File: config.mk
export PLATFORM = sky130hd
export DESIGN_NAME = fieldbus_io_data_mapper
export DESIGN_NICKNAME = d
export VERILOG_FILES = /design/src/fieldbus_io_pkg.sv /design/src/fieldbus_io_data_mapper.sv
export SDC_FILE = /design/constraint.sdc
export NUM_CORES = 1
export LEC_CHECK = 0
export BUFFER_PORTS_ARGS = -buffer_cell sky130_fd_sc_hd__buf_2
export CORE_AREA = 4 4 194 196
export CTS_CLUSTER_DIAMETER = 50
export DETAILED_ROUTE_END_ITERATION = 6
export DIE_AREA = 0 0 198 200
export PLACE_DENSITY_LB_ADDON = 0.05
export SLEW_MARGIN = 5
export SYNTH_ARGS = -nofsm -noshare
export SYNTH_HDL_FRONTEND = slang
export SYNTH_SLANG_ARGS = --single-unit
File: constraint.sdc
create_clock -name mclk -period 2.9 [get_ports mclk]
set_input_delay 0.145 -clock mclk [delete_from_list [all_inputs] [get_ports mclk]]
set_output_delay 0.145 -clock mclk [all_outputs]
set_load 0.01 [all_outputs]
File: src/fieldbus_io_pkg.sv
// Constants, field layouts and carrier types of the fieldbus I/O data mapper.
// Assumes one 250 MHz clock and an asynchronous active-low reset.
// Contract
// - Read slots 8 to 10 hold a register address; values 0 to 2 disable.
// - Node address 0 or above 125 raises the node error indicator.
// - Node address and format take effect only after power-up latching.
// - Writing an Enter-variant format over the fieldbus auto-executes Enter.
// - Frame length is 32, 12 or 6 bytes as the master chooses.
// - Conventional formats are used only with the conventional selection.
// - Run/stop and frequency reference reach the drive within 2 ms.
// - Message data is edited before reaching the drive; master handshakes.
// - Frame splits into high-speed and message regions per frame length.
// - Basic output: command 0-1, frequency 2-3, torque 4-5, high first.
// - Basic input: status 0-1, speed 2-3, current 4-5, high first.
// - Torque field applies only when torque reference enable is 1.
// - In V/f or open-loop PM, speed field carries output frequency.
// - Message region gives access to all drive parameters and data.
// - Run accepted only if run source is 3; reference if source is 3.
// - Clear Mode zeroes outputs (setting 0) or holds them (setting 1).
// - Format codes: 0 PPO, 1 conv, 2 bit0, 3/4/5 Enter variants.
package fieldbus_io_pkg;

	localparam logic [15:0] ADDR_PW8_READ   = 16'h0791;
	localparam logic [15:0] ADDR_PW9_READ   = 16'h0792;
	localparam logic [15:0] ADDR_PW10_READ  = 16'h0793;
	localparam logic [15:0] RST_READ_MAP    = 16'h0000;
	localparam logic [15:0] SLOT_DIS_MAX    = 16'h0002;

	localparam logic [6:0]  NODE_ADDR_MAX   = 7'h7D;

	localparam logic [2:0]  FMT_PPO         = 3'h0;
	localparam logic [2:0]  FMT_CONV        = 3'h1;
	localparam logic [2:0]  FMT_PPO_BIT0    = 3'h2;
	localparam logic [2:0]  FMT_PPO_ENTER   = 3'h3;
	localparam logic [2:0]  FMT_CONV_ENTER  = 3'h4;
	localparam logic [2:0]  FMT_BIT0_ENTER  = 3'h5;

	localparam logic [1:0]  SRC_FIELDBUS    = 2'h3;

	localparam logic [5:0]  LEN_BASIC       = 6'h06;
	localparam logic [5:0]  LEN_EXT1        = 6'h20;
	localparam logic [5:0]  LEN_EXT2        = 6'h0C;
	localparam logic [4:0]  HS_LAST_BASIC   = 5'h05;
	localparam logic [4:0]  HS_LAST_EXT1    = 5'h0F;
	localparam logic [4:0]  HS_LAST_EXT2    = 5'h03;
	localparam logic [4:0]  MB_BASE_EXT1    = 5'h10;
	localparam logic [4:0]  MB_BASE_EXT2    = 5'h04;

	localparam logic [4:0]  BYTE_CMD        = 5'h00;
	localparam logic [4:0]  BYTE_FREQ       = 5'h02;
	localparam logic [4:0]  BYTE_TORQUE     = 5'h04;

	localparam int          CLK_MHZ         = 250;
	localparam int          FWD_LIMIT_US    = 2000;
	localparam int          FWD_LIMIT_CYC   = FWD_LIMIT_US * CLK_MHZ;

	typedef enum logic [1:0] {
		FRAME_BASIC,
		FRAME_EXT1,
		FRAME_EXT2
	} frame_len_t;

	typedef struct packed {
		logic [15:0] op_cmd;
		logic [15:0] freq_ref;
		logic [15:0] torque_ref;
	} drive_cmd_t;

	typedef struct packed {
		logic [15:0] status;
		logic [15:0] speed;
		logic [15:0] out_freq;
		logic [15:0] current;
	} drive_stat_t;

endpackage

File: src/fieldbus_io_data_mapper.sv
// Fieldbus cyclic I/O data mapper between the fieldbus link and the drive.
// Assumes frame bytes arrive synchronous to mclk, one per rx_valid cycle.
`timescale 1ns/10ps

module fieldbus_io_data_mapper #(
	parameter int MB_BYTES = 16
) (
	input  wire logic                         mclk,
	input  wire logic                         arst_n,
	input  wire logic [6:0]                   node_address_setting,
	input  wire logic [2:0]                   data_format_select,
	input  wire logic                         clear_mode_action,
	input  wire logic                         torque_ref_enable,
	input  wire logic [1:0]                   run_cmd_source,
	input  wire logic [1:0]                   freq_ref_source,
	input  wire logic                         vf_control,
	input  wire logic                         open_loop_pm_control,
	input  wire logic                         fmt_param_wr,
	input  wire logic [2:0]                   fmt_param_val,
	input  wire logic                         par_wr,
	input  wire logic                         par_rd,
	input  wire logic [15:0]                  par_addr,
	input  wire logic [15:0]                  par_wdata,
	input  wire logic [47:0]                  slot_data,
	input  wire fieldbus_io_pkg::frame_len_t  frame_len_sel,
	input  wire logic                         rx_valid,
	input  wire logic                         rx_sof,
	input  wire logic [7:0]                   rx_byte,
	input  wire logic                         clear_cmd,
	input  wire logic                         tx_req,
	input  wire logic [4:0]                   tx_index,
	input  wire fieldbus_io_pkg::drive_stat_t drive_stat,
	input  wire logic [8*MB_BYTES-1:0]        mb_reply,
	output logic [15:0]                       par_rdata,
	output logic                              par_ack,
	output logic [47:0]                       slot_addr,
	output logic [2:0]                        slot_enabled,
	output logic [47:0]                       slot_word,
	output logic                              node_err,
	output logic                              cfg_conventional,
	output logic                              auto_enter,
	output fieldbus_io_pkg::drive_cmd_t       drive_cmd,
	output logic                              mb_valid,
	output logic [4:0]                        mb_index,
	output logic [7:0]                        mb_byte,
	output logic                              tx_ack,
	output logic [7:0]                        tx_byte
);

	// Message region width is fixed by the largest frame
	if (MB_BYTES != 16) begin
		$error("MB_BYTES must be 16");
	end

	logic [15:0]                 read_map [3];
	logic                        cfg_loaded;
	logic [6:0]                  cfg_node;
	logic [2:0]                  cfg_fmt;
	fieldbus_io_pkg::frame_len_t act_len;
	logic [4:0]                  idx;
	logic                        idx_over;
	logic [15:0]                 op_sh;
	logic [15:0]                 freq_sh;
	logic [15:0]                 torque_sh;
	logic                        commit_pend;
	logic [5:0]                  cur_len;
	logic [4:0]                  cur_idx;
	logic                        take;
	logic [15:0]                 spd;
	logic [4:0]                  mb_off;

	function automatic logic [5:0] len_of(fieldbus_io_pkg::frame_len_t l);
		case (l)
			fieldbus_io_pkg::FRAME_EXT1: len_of = fieldbus_io_pkg::LEN_EXT1;
			fieldbus_io_pkg::FRAME_EXT2: len_of = fieldbus_io_pkg::LEN_EXT2;
			default:                     len_of = fieldbus_io_pkg::LEN_BASIC;
		endcase
	endfunction

	function automatic logic [4:0] hs_last(fieldbus_io_pkg::frame_len_t l);
		case (l)
			fieldbus_io_pkg::FRAME_EXT1: hs_last = fieldbus_io_pkg::HS_LAST_EXT1;
			fieldbus_io_pkg::FRAME_EXT2: hs_last = fieldbus_io_pkg::HS_LAST_EXT2;
			default:                     hs_last = fieldbus_io_pkg::HS_LAST_BASIC;
		endcase
	endfunction

	function automatic logic [7:0] word_byte(logic [15:0] w, logic lo);
		word_byte = lo ? w[7:0] : w[15:8];
	endfunction

	// Parameter port for the read slot map
	always_ff @(posedge mclk or negedge arst_n) begin
		if (!arst_n) begin
			for (int i = 0; i < 3; i++)
				read_map[i] <= fieldbus_io_pkg::RST_READ_MAP;
			par_rdata <= 16'h0000;
			par_ack   <= 1'b0;
		end else begin
			par_ack <= par_wr | par_rd;
			for (int i = 0; i < 3; i++) begin
				if (par_wr &&
				    par_addr == fieldbus_io_pkg::ADDR_PW8_READ + 16'(i))
					read_map[i] <= par_wdata;
			end
			if (par_rd) begin
				case (par_addr)
					fieldbus_io_pkg::ADDR_PW8_READ:  par_rdata <= read_map[0];
					fieldbus_io_pkg::ADDR_PW9_READ:  par_rdata <= read_map[1];
					fieldbus_io_pkg::ADDR_PW10_READ: par_rdata <= read_map[2];
					default:                         par_rdata <= 16'h0000;
				endcase
			end
		end
	end

	// Slot address, enable and returned word
	always_ff @(posedge mclk or negedge arst_n) begin
		if (!arst_n) begin
			slot_addr    <= 48'h0;
			slot_enabled <= 3'h0;
			slot_word    <= 48'h0;
		end else begin
			for (int i = 0; i < 3; i++) begin
				slot_addr[16*i +: 16] <= read_map[i];
				slot_enabled[i] <=
					read_map[i] > fieldbus_io_pkg::SLOT_DIS_MAX;
				slot_word[16*i +: 16] <=
					(read_map[i] > fieldbus_io_pkg::SLOT_DIS_MAX)
					? slot_data[16*i +: 16] : 16'h0000;
			end
		end
	end

	// Configuration caught once after reset release
	always_ff @(posedge mclk or negedge arst_n) begin
		if (!arst_n) begin
			cfg_loaded       <= 1'b0;
			cfg_node         <= 7'h00;
			cfg_fmt          <= fieldbus_io_pkg::FMT_PPO;
			node_err         <= 1'b0;
			cfg_conventional <= 1'b0;
		end else begin
			if (!cfg_loaded) begin
				cfg_loaded <= 1'b1;
				cfg_node   <= node_address_setting;
				cfg_fmt    <= data_format_select;
			end
			node_err <= cfg_loaded && (cfg_node == 7'h00 ||
				cfg_node > fieldbus_io_pkg::NODE_ADDR_MAX);
			cfg_conventional <= cfg_loaded &&
				(cfg_fmt == fieldbus_io_pkg::FMT_CONV ||
				 cfg_fmt == fieldbus_io_pkg::FMT_CONV_ENTER);
		end
	end

	// Enter is issued by the device for Enter-variant writes
	always_ff @(posedge mclk or negedge arst_n) begin
		if (!arst_n)
			auto_enter <= 1'b0;
		else
			auto_enter <= fmt_param_wr &&
				(fmt_param_val == fieldbus_io_pkg::FMT_PPO_ENTER ||
				 fmt_param_val == fieldbus_io_pkg::FMT_CONV_ENTER ||
				 fmt_param_val == fieldbus_io_pkg::FMT_BIT0_ENTER);
	end

	assign cur_idx = rx_sof ? 5'h00 : idx;
	assign cur_len = rx_sof ? len_of(frame_len_sel) : len_of(act_len);
	assign take    = rx_valid && !(idx_over && !rx_sof) &&
		{1'b0, cur_idx} < cur_len;

	// Byte position within the frame
	always_ff @(posedge mclk or negedge arst_n) begin
		if (!arst_n) begin
			idx      <= 5'h00;
			idx_over <= 1'b0;
			act_len  <= fieldbus_io_pkg::FRAME_BASIC;
		end else if (rx_valid) begin
			if (rx_sof)
				act_len <= frame_len_sel;
			idx      <= cur_idx + 5'h01;
			idx_over <= (rx_sof ? 1'b0 : idx_over) || cur_idx == 5'h1F;
		end
	end

	// High-speed field assembly, high byte first
	always_ff @(posedge mclk or negedge arst_n) begin
		if (!arst_n) begin
			op_sh       <= 16'h0000;
			freq_sh     <= 16'h0000;
			torque_sh   <= 16'h0000;
			commit_pend <= 1'b0;
		end else begin
			commit_pend <= take && cfg_conventional &&
				cur_idx == hs_last(rx_sof ? frame_len_sel : act_len);
			if (take) begin
				case (cur_idx)
					5'h00: op_sh[15:8]     <= rx_byte;
					5'h01: op_sh[7:0]      <= rx_byte;
					5'h02: freq_sh[15:8]   <= rx_byte;
					5'h03: freq_sh[7:0]    <= rx_byte;
					5'h04: torque_sh[15:8] <= rx_byte;
					5'h05: torque_sh[7:0]  <= rx_byte;
					default: ;
				endcase
			end
		end
	end

	// Commands to the drive, gated by source selection and torque enable
	always_ff @(posedge mclk or negedge arst_n) begin
		if (!arst_n) begin
			drive_cmd <= '0;
		end else if (clear_cmd) begin
			if (!clear_mode_action)
				drive_cmd <= '0;
		end else if (commit_pend) begin
			if (run_cmd_source == fieldbus_io_pkg::SRC_FIELDBUS)
				drive_cmd.op_cmd <= op_sh;
			if (freq_ref_source == fieldbus_io_pkg::SRC_FIELDBUS)
				drive_cmd.freq_ref <= freq_sh;
			if (torque_ref_enable && act_len != fieldbus_io_pkg::FRAME_EXT2)
				drive_cmd.torque_ref <= torque_sh;
		end
	end

	// Message region forwarded to the message editor
	always_ff @(posedge mclk or negedge arst_n) begin
		if (!arst_n) begin
			mb_valid <= 1'b0;
			mb_index <= 5'h00;
			mb_byte  <= 8'h00;
		end else begin
			mb_valid <= 1'b0;
			if (take && cfg_conventional) begin
				if ((rx_sof ? frame_len_sel : act_len) ==
				    fieldbus_io_pkg::FRAME_EXT1 &&
				    cur_idx >= fieldbus_io_pkg::MB_BASE_EXT1) begin
					mb_valid <= 1'b1;
					mb_index <= cur_idx - fieldbus_io_pkg::MB_BASE_EXT1;
					mb_byte  <= rx_byte;
				end else if ((rx_sof ? frame_len_sel : act_len) ==
				    fieldbus_io_pkg::FRAME_EXT2 &&
				    cur_idx >= fieldbus_io_pkg::MB_BASE_EXT2) begin
					mb_valid <= 1'b1;
					mb_index <= cur_idx - fieldbus_io_pkg::MB_BASE_EXT2;
					mb_byte  <= rx_byte;
				end
			end
		end
	end

	// Speed field source and message offset of the input frame
	always_comb begin
		spd    = (vf_control || open_loop_pm_control)
			? drive_stat.out_freq : drive_stat.speed;
		mb_off = (act_len == fieldbus_io_pkg::FRAME_EXT1)
			? fieldbus_io_pkg::MB_BASE_EXT1
			: fieldbus_io_pkg::MB_BASE_EXT2;
	end

	// Input frame bytes toward the master
	always_ff @(posedge mclk or negedge arst_n) begin
		if (!arst_n) begin
			tx_ack  <= 1'b0;
			tx_byte <= 8'h00;
		end else begin
			tx_ack  <= tx_req;
			tx_byte <= 8'h00;
			if (tx_req && cfg_conventional &&
			    {1'b0, tx_index} < len_of(act_len)) begin
				if (tx_index < 5'h02)
					tx_byte <= word_byte(drive_stat.status, tx_index[0]);
				else if (tx_index < 5'h04)
					tx_byte <= word_byte(spd, tx_index[0]);
				else if (act_len == fieldbus_io_pkg::FRAME_BASIC)
					tx_byte <= word_byte(drive_stat.current, tx_index[0]);
				else if (tx_index >= mb_off)
					tx_byte <= mb_reply[8*(tx_index - mb_off) +: 8];
			end
		end
	end
endmodule

==> results of run 1 <==
[per-stage QoR]
| stage | hold WS, ns | area, um2 |
|---|---|---|
| after CTS | 0.00647 | 18700 |
| after detailed placement | 0.205 | 16600 |
| after global placement | 0.203 | 16600 |
| after floorplan | -0.151 | 13400 |
| after global routing | 0.00517 | 18700 |
| final | 0.0243 | 18700 |
[layout make-up]
cell class,count,area [um2]
Antenna cell,7,17.5
Clock buffer,51,1070
Sequential cell,306,7660
Timing Repair Buffer,617,3650
Inverter,39,146
Tap cell,468,586
Fill cell,3282,17400
Multi-Input combinational cell,625,5440
Clock inverter,15,144
[placed cells by master, fill, tap and decap left out, types with 38 or more instances in the layout]
cell and n:
o21ai_0 55, nand2b_1 50, dlygate4sd3_1 83, dfrtp_1 306, inv_1 38, nand2_1 75, mux2_2 152, and2_1 50
mux4_2 40, buf_2 505, clkbuf_16 38
[power breakdown]
| part | internal [mW] | switching (mW) | leakage, nW | total (mW) |
|---|---|---|---|---|
| Clock | 2.69 | 1.82 | 0.592 | 4.51 |
| Combinational | 0.987 | 0.862 | 4.93 | 1.85 |
| Sequential | 4.75 | 0.278 | 4.13 | 5.02 |
[flip-flops by register name, summed over array words and instances, names as in the netlist, 5 cells and up]
register and count:
cfg_node 7, drive_cmd 48, freq_sh 16, idx 5
mb_byte 8, mb_index 5, op_sh 16, par_rdata 16
read_map 48, slot_addr 48, slot_word 48, torque_sh 16
tx_byte 8
[routing by layer]
metal / global-route usage, % / vias up / wire length [um]
met5: 0 / - / 0
met1: 28.2 / 4994 / 17900
met3: 6.51 / 68 / 3640
li1: - / 4864 / -
met4: 5.20 / 0 / 830
met2: 33.5 / 348 / 20200
[final timing paths]
path,to,slack (ns),cells past startpoint
setup / recovery,tx_byte[2],0.18,12
hold / removal,mb_byte[3],0.02,2
setup reg to reg,tx_byte[2],0.18,12
hold reg to reg,slot_addr[47],0.42,0
max in group asynchronous,drive_cmd[45],1.79,3
min in group asynchronous,drive_cmd[20],0.22,2
[worst reg2reg max path, cell delays in order, from the launching register on]
cell and delay [ns]:
dfrtp_1 0.40, inv_1 0.09, ha_1 0.20, inv_2 0.09
ha_1 0.21, ha_1 0.18, inv_1 0.06, fa_1 0.41
nor2_1 0.15, nor4b_2 0.21, buf_4 0.20, a221oi_1 0.09
a221oi_1 0.32
[cells by family after synthesis]
kind of cell / Yosys count / share of synthesized area, %
DFF: 306 / 57.1
and+or+nand+nor: 244 / 9.97
muxes: 211 / 21.2
AOI/OAI and AO/OA: 140 / 6.48
buffers and inverters: 89 / 2.58
adders and majority gates: 25 / 2.39
xor gates and xnor gates: 4 / 0.261
other: 1 / 0.0280
[repair_timing]
action | in CTS | in global routing
setup buffers | 0 | 0
resized for setup | 0 | 2
endpoints found under the hold margin | 197 | 0
setup endpoints to repair | 0 | 16
hold buffers | 83 | 0
==> reports/metrics.cfg, run 1 <==
[status]
outcome=finished clean

[critical_path]
critPathBufInv=4
cp_max_fo=8
critPathLaunchType=register
path_cells=inv_1, ha_1, inv_2, ha_1, ha_1, inv_1, fa_1, nor2_1, nor4b_2, buf_4, a221oi_1, a221oi_1
max_stage_delay_ns=0.41
crit_start=act_len[1]
critical_path_class=reg -> reg
cp-end-kind=register
cp_slowest_cell=fa_1
arrival_ns=3.12
regToRegStartpoint=act_len[1]
crit_top_cell=ha_1
critPathTopFamily=adder cells
cp_data_required_time_ns=3.30

[die]
core_um2=36100
die_h_um=200
start_util_pct=37.2
row_count=70
pin_count=507
die_area_um2=39600
fp.dieW_um=198

[synth]
ys_types=52
synth_area_um2=13400
synthesis.nets=1362
ys.flop_type=dfrtp_1
synth_cells=1020
synthArstFlopShare_pct=100
ys_warn_count=0
ys_seq_area_share_pct=57.1
synth_area_leaders=dfrtp_1, mux2_2, mux4_2, and2_1, nand2b_1
ys_top_cells_by_count=dfrtp_1, mux2_2, nand2_1
yosysTopAreaCell=dfrtp_1
synth_area_per_cell_um2=13.1
ys_seq_elements=306
synth_edf_count=0
synth_top_area_share_pct=57.1
synth.most_common_cell=dfrtp_1

[pwr]
power_leakage_nw=9.66
finalPower_mw=11.4
powerDensity_nw_per_um2=609
peakVddDrop_v=0.000434

[placement]
gp_congestion=0.885
placement.io_buffers=506
place_ws_ns=0.0349
dp.cells=1972
dpl.hpwl_um=32400

[grt]
grt_pass1_wl_um=64000
track_usage_pct=20.9
grt_overflow=0
grt_max_degree=89
antenna_found_initial=6
grt_pass1_vias=10830

[clock_tree]
clkSinkCount=306
cts_tree=done
htreeDepth=2
clock_path_buffers=3
clk_latency_ns=0.53
clkTransAtPathRegs_ns=0.06
numCtsBuffers=37
root_buffer=clkbuf_16

[sta]
worstMarginPinSlew_ns=0.915
rsz0062_at_grt=no
relSlewSlack_pct=38.7
hold_viol_final=0
finalCritPeriodShare_pct=93.6
fmax_mhz=368
fin_crit_ns=2.72
finClkSkew_ns=0.0227
slew_viol_final=0
finalSetupViolCount=0
fin_ws_ns=0.185
timing.setup.tns_ns=0

[final_layout]
stdcell_count=2128
utilization_pct=51.8
num-nets-final=1968
drive_above_1_share_pct=49.0
area_growth_pct=39.4

[drt]
firstDrtPassIters=6
drt_iter0_markers=370
ant_nets=0
drcViolationCount=0
wl_per_cell_um=20.0
wl_um=42600
vias=10274
drt-vias-per-instance=4.83

[hold_path]
min_from=rx_byte[3]
worstHoldPathType=in -> reg

[run]
maxCapViolCount=0

Power figures use the tool's default switching activity.
==> run 2: changes to the inputs <==
--- a/config.mk
+++ b/config.mk
@@ -5,12 +5,13 @@
 export SDC_FILE = /design/constraint.sdc
 export NUM_CORES = 1
 export LEC_CHECK = 0
+export ABC_AREA = 1
 export BUFFER_PORTS_ARGS = -buffer_cell sky130_fd_sc_hd__buf_2
 export CORE_AREA = 4 4 194 196
 export CTS_CLUSTER_DIAMETER = 50
 export DETAILED_ROUTE_END_ITERATION = 6
 export DIE_AREA = 0 0 198 200
-export PLACE_DENSITY_LB_ADDON = 0.05
+export PLACE_DENSITY = 0.69
 export SLEW_MARGIN = 5
 export SYNTH_ARGS = -nofsm -noshare
 export SYNTH_HDL_FRONTEND = slang
==> reports/metrics.cfg, run 2 <==
[status]
outcome=finished clean  ; unchanged

[sta]
fmax_mhz=396  ; was 368 MHz
finalCritPeriodShare_pct=87.1  ; was 93.6%
rsz0062_at_grt=no  ; unchanged
fin_ws_ns=0.374  ; was 0.185 ns
slew_viol_final=0  ; unchanged
finClkSkew_ns=0.0272  ; was 0.0227 ns
finalSetupViolCount=0  ; unchanged
worstMarginPinSlew_ns=1.09  ; was 0.915 ns
hold_viol_final=0  ; unchanged
fin_crit_ns=2.53  ; was 2.72 ns
relSlewSlack_pct=27.5  ; was 38.7%
timing.setup.tns_ns=0  ; unchanged

[final_layout]
fill_cells=3333  ; was 3282
num-nets-final=2641  ; was 1968
area_growth_pct=36.2  ; was 39.4%
mostFrequentLayoutCell=buf_2  ; unchanged
layout_common_cells=buf_2, nand2_1, dfrtp_1  ; was buf_2, dfrtp_1, mux2_2
drive_above_1_share_pct=27.4  ; was 49.0%
multi_input_area_um2=5350  ; was 5440 um2
seq_area_um2=7660  ; unchanged

[synth]
ys_seq_area_share_pct=53.7  ; was 57.1%
ys_types=43  ; was 52
synth_area_per_cell_um2=8.26  ; was 13.1 um2
ys_seq_elements=306  ; unchanged
ys_warn_count=0  ; unchanged
synth_cells=1725  ; was 1020
synthesis.nets=2067  ; was 1362
synth.most_common_cell=nand2_1  ; was dfrtp_1
yosysTopAreaCell=dfrtp_1  ; unchanged
synth_area_leaders=dfrtp_1, nand2_1, inv_1, nand3_1, o21ai_0  ; was dfrtp_1, mux2_2, mux4_2, and2_1, nand2b_1
synthArstFlopShare_pct=100  ; unchanged
ys_top_cells_by_count=nand2_1, dfrtp_1, inv_1  ; was dfrtp_1, mux2_2, nand2_1
synth_area_um2=14300  ; was 13400 um2
synth_edf_count=0  ; unchanged
synth_top_area_share_pct=53.7  ; was 57.1%
ys.flop_type=dfrtp_1  ; unchanged

[die]
start_util_pct=39.5  ; was 37.2%
row_count=70  ; unchanged
die_h_um=200  ; unchanged
core_um2=36100  ; unchanged
fp.dieW_um=198  ; unchanged
pin_count=507  ; unchanged
die_area_um2=39600  ; unchanged

[pwr]
power_leakage_nw=11.0  ; was 9.66 nW
peakVddDrop_v=0.000503  ; was 0.000434 V
powerDensity_nw_per_um2=594  ; was 609 nW/um2
p_clk_share_pct=41.2  ; was 39.6%
switching_power_mw=3.13  ; was 2.96 mW
power_frac_comb_pct=16.0  ; was 16.2%
finalPower_mw=11.5  ; was 11.4 mW
p_int_mw=8.41  ; was 8.43 mW
swShare_pct=27.1  ; was 26.0%
seq_power_share_pct=42.8  ; was 44.1%

[placement]
placement.io_buffers=506  ; unchanged
gp_congestion=0.893  ; was 0.885
dpl.hpwl_um=35500  ; was 32400 um
place_ws_ns=0.346  ; was 0.0349 ns

[clock_tree]
clkTransAtPathRegs_ns=0.06  ; about the same
cts_resized=0  ; unchanged
clkSinkCount=306  ; unchanged
clk_latency_ns=0.52  ; was 0.53 ns
root_buffer=clkbuf_16  ; unchanged
cts_tree=done  ; unchanged
htreeDepth=2  ; unchanged
numCtsBuffers=36  ; was 37
clock_path_buffers=3  ; unchanged
postCtsSetupBuffers=0  ; unchanged

[hold_path]
min_path_cells=5  ; was 2
min_to=tx_byte[5]  ; was mb_byte[3]
worstHoldPathType=in -> reg  ; unchanged
min_from=drive_stat[13]  ; was rx_byte[3]

[drt]
firstDrtPassIters=5  ; was 6
ant_nets=0  ; unchanged
wl_um=48300  ; was 42600 um
wl_per_cell_um=17.3  ; was 20.0 um
drt-vias-per-instance=4.96  ; was 4.83
vias=13875  ; was 10.3k
drcViolationCount=0  ; unchanged
drt_iter0_markers=1027  ; was 370

[critical_path]
reg2reg_to=tx_byte[5]  ; was tx_byte[2]
cp_data_required_time_ns=3.32  ; was 3.30 ns
reg2reg_slack_ns=0.37  ; was 0.18 ns
cp-end-kind=register  ; unchanged
critPathLaunchType=register  ; unchanged
r2r_cells=14  ; was 12
critical_path_class=reg -> reg  ; unchanged
arrival_ns=2.95  ; was 3.12 ns
regToRegStartpoint=act_len[1]  ; unchanged
cp_max_fo=8  ; unchanged

[run]
maxCapViolCount=0  ; unchanged

[grt]
antenna_found_initial=6  ; unchanged
track_usage_pct=23.2  ; was 20.9%
grt_pass1_vias=13559  ; was 10.8k
grt_overflow=0  ; unchanged
grt_pass1_wl_um=73300  ; was 64000 um
grt_max_degree=98  ; was 89

==> run 2: layer usage <==
metal | vias to the layer above | GRT usage, % | wire length [um]
met5 | - | 0 | 58
met4 | 10 | 7.14 | 1610
met3 | 108 | 5.19 | 3730
met2 | 531 | 36.4 | 22600
met1 | 6636 | 32.5 | 20300
li1 | 6590 | - | -
==> run 2: cells by family after synthesis <==
family / after synthesis / share of synthesized area (%)
flops: 306 / 53.7
simple gates: 803 / 23.9
other cells: 1 / 0.0263
buf+inv: 312 / 8.79
compound gates: 275 / 11.1
fa+ha+maj: 25 / 2.25
xor+xnor: 3 / 0.184
==> run 2: power groups by stage <==
| stage | Clock [mW] | Combinational, mW | Sequential (mW) |
|---|---|---|---|
| 3_3_place_gp | 0 | 1.70 | 4.99 |
| 5_1_grt | 5.03 | 2.06 | 4.99 |
| 6_report | 4.76 | 1.84 | 4.94 |
| 3_5_place_dp | 0 | 1.75 | 5.01 |
| 2_1_floorplan | 0 | 0.900 | 5.02 |
| 4_1_cts | 4.85 | 1.85 | 4.94 |
==> run 2: area by class of cell <==
class                           count  share of cell area, %
Clock inverter                     16                   1.17
Timing Repair Buffer              615                   18.9
Multi-Input combinational cell   1107                   27.6
Clock buffer                       50                   5.39
Inverter                          233                   4.52
Sequential cell                   306                   39.5
Tap cell                          468                   3.02
Antenna cell                        1                 0.0129
==> run 2: stage by stage <==
| step | hold WS [ns] | util, % | area [um2] | cells |
|---|---|---|---|---|
| after floorplan | -0.151 | - | 14300 | 1725 |
| after global placement | 0.215 | 47.9 | 17300 | 2643 |
| after detailed placement | 0.230 | 47.9 | 17300 | 2643 |
| after CTS | 0.00826 | 53.8 | 19400 | 2795 |
| after global routing | 0.0144 | 53.8 | 19400 | 2796 |
| final | 0.0307 | 53.8 | 19400 | 2796 |
==> run 2: how the worst max path moves through the flow <==
stage	startpoint	end	slack, ns	cells after the start
floorplan	act_len[1]	tx_byte[5]	0.51	13
global placement	act_len[1]	tx_byte[5]	0.46	14
detailed placement	act_len[1]	tx_byte[5]	0.35	14
CTS	act_len[1]	tx_byte[5]	0.35	14
global route	act_len[1]	tx_byte[3]	0.08	14
finish	act_len[1]	tx_byte[5]	0.37	14
==> run 2: timing repair <==
action | CTS | global route
hold endpoints to repair | 214 | 0
setup endpoints to repair | 0 | 0
hold buffers | 86 | 0
==> run 2: worst max-delay path, stage by stage, from the launching register on <==
cell and delay [ns]:
dfrtp_1 0.39, inv_1 0.08, ha_1 0.20, inv_1 0.21, ha_1 0.22, ha_1 0.14
inv_1 0.05, fa_1 0.41, o21bai_1 0.16, nor2_1 0.11, buf_4 0.16, nand3_1 0.08
nand2_1 0.06, nand2_1 0.06, a21oi_1 0.12
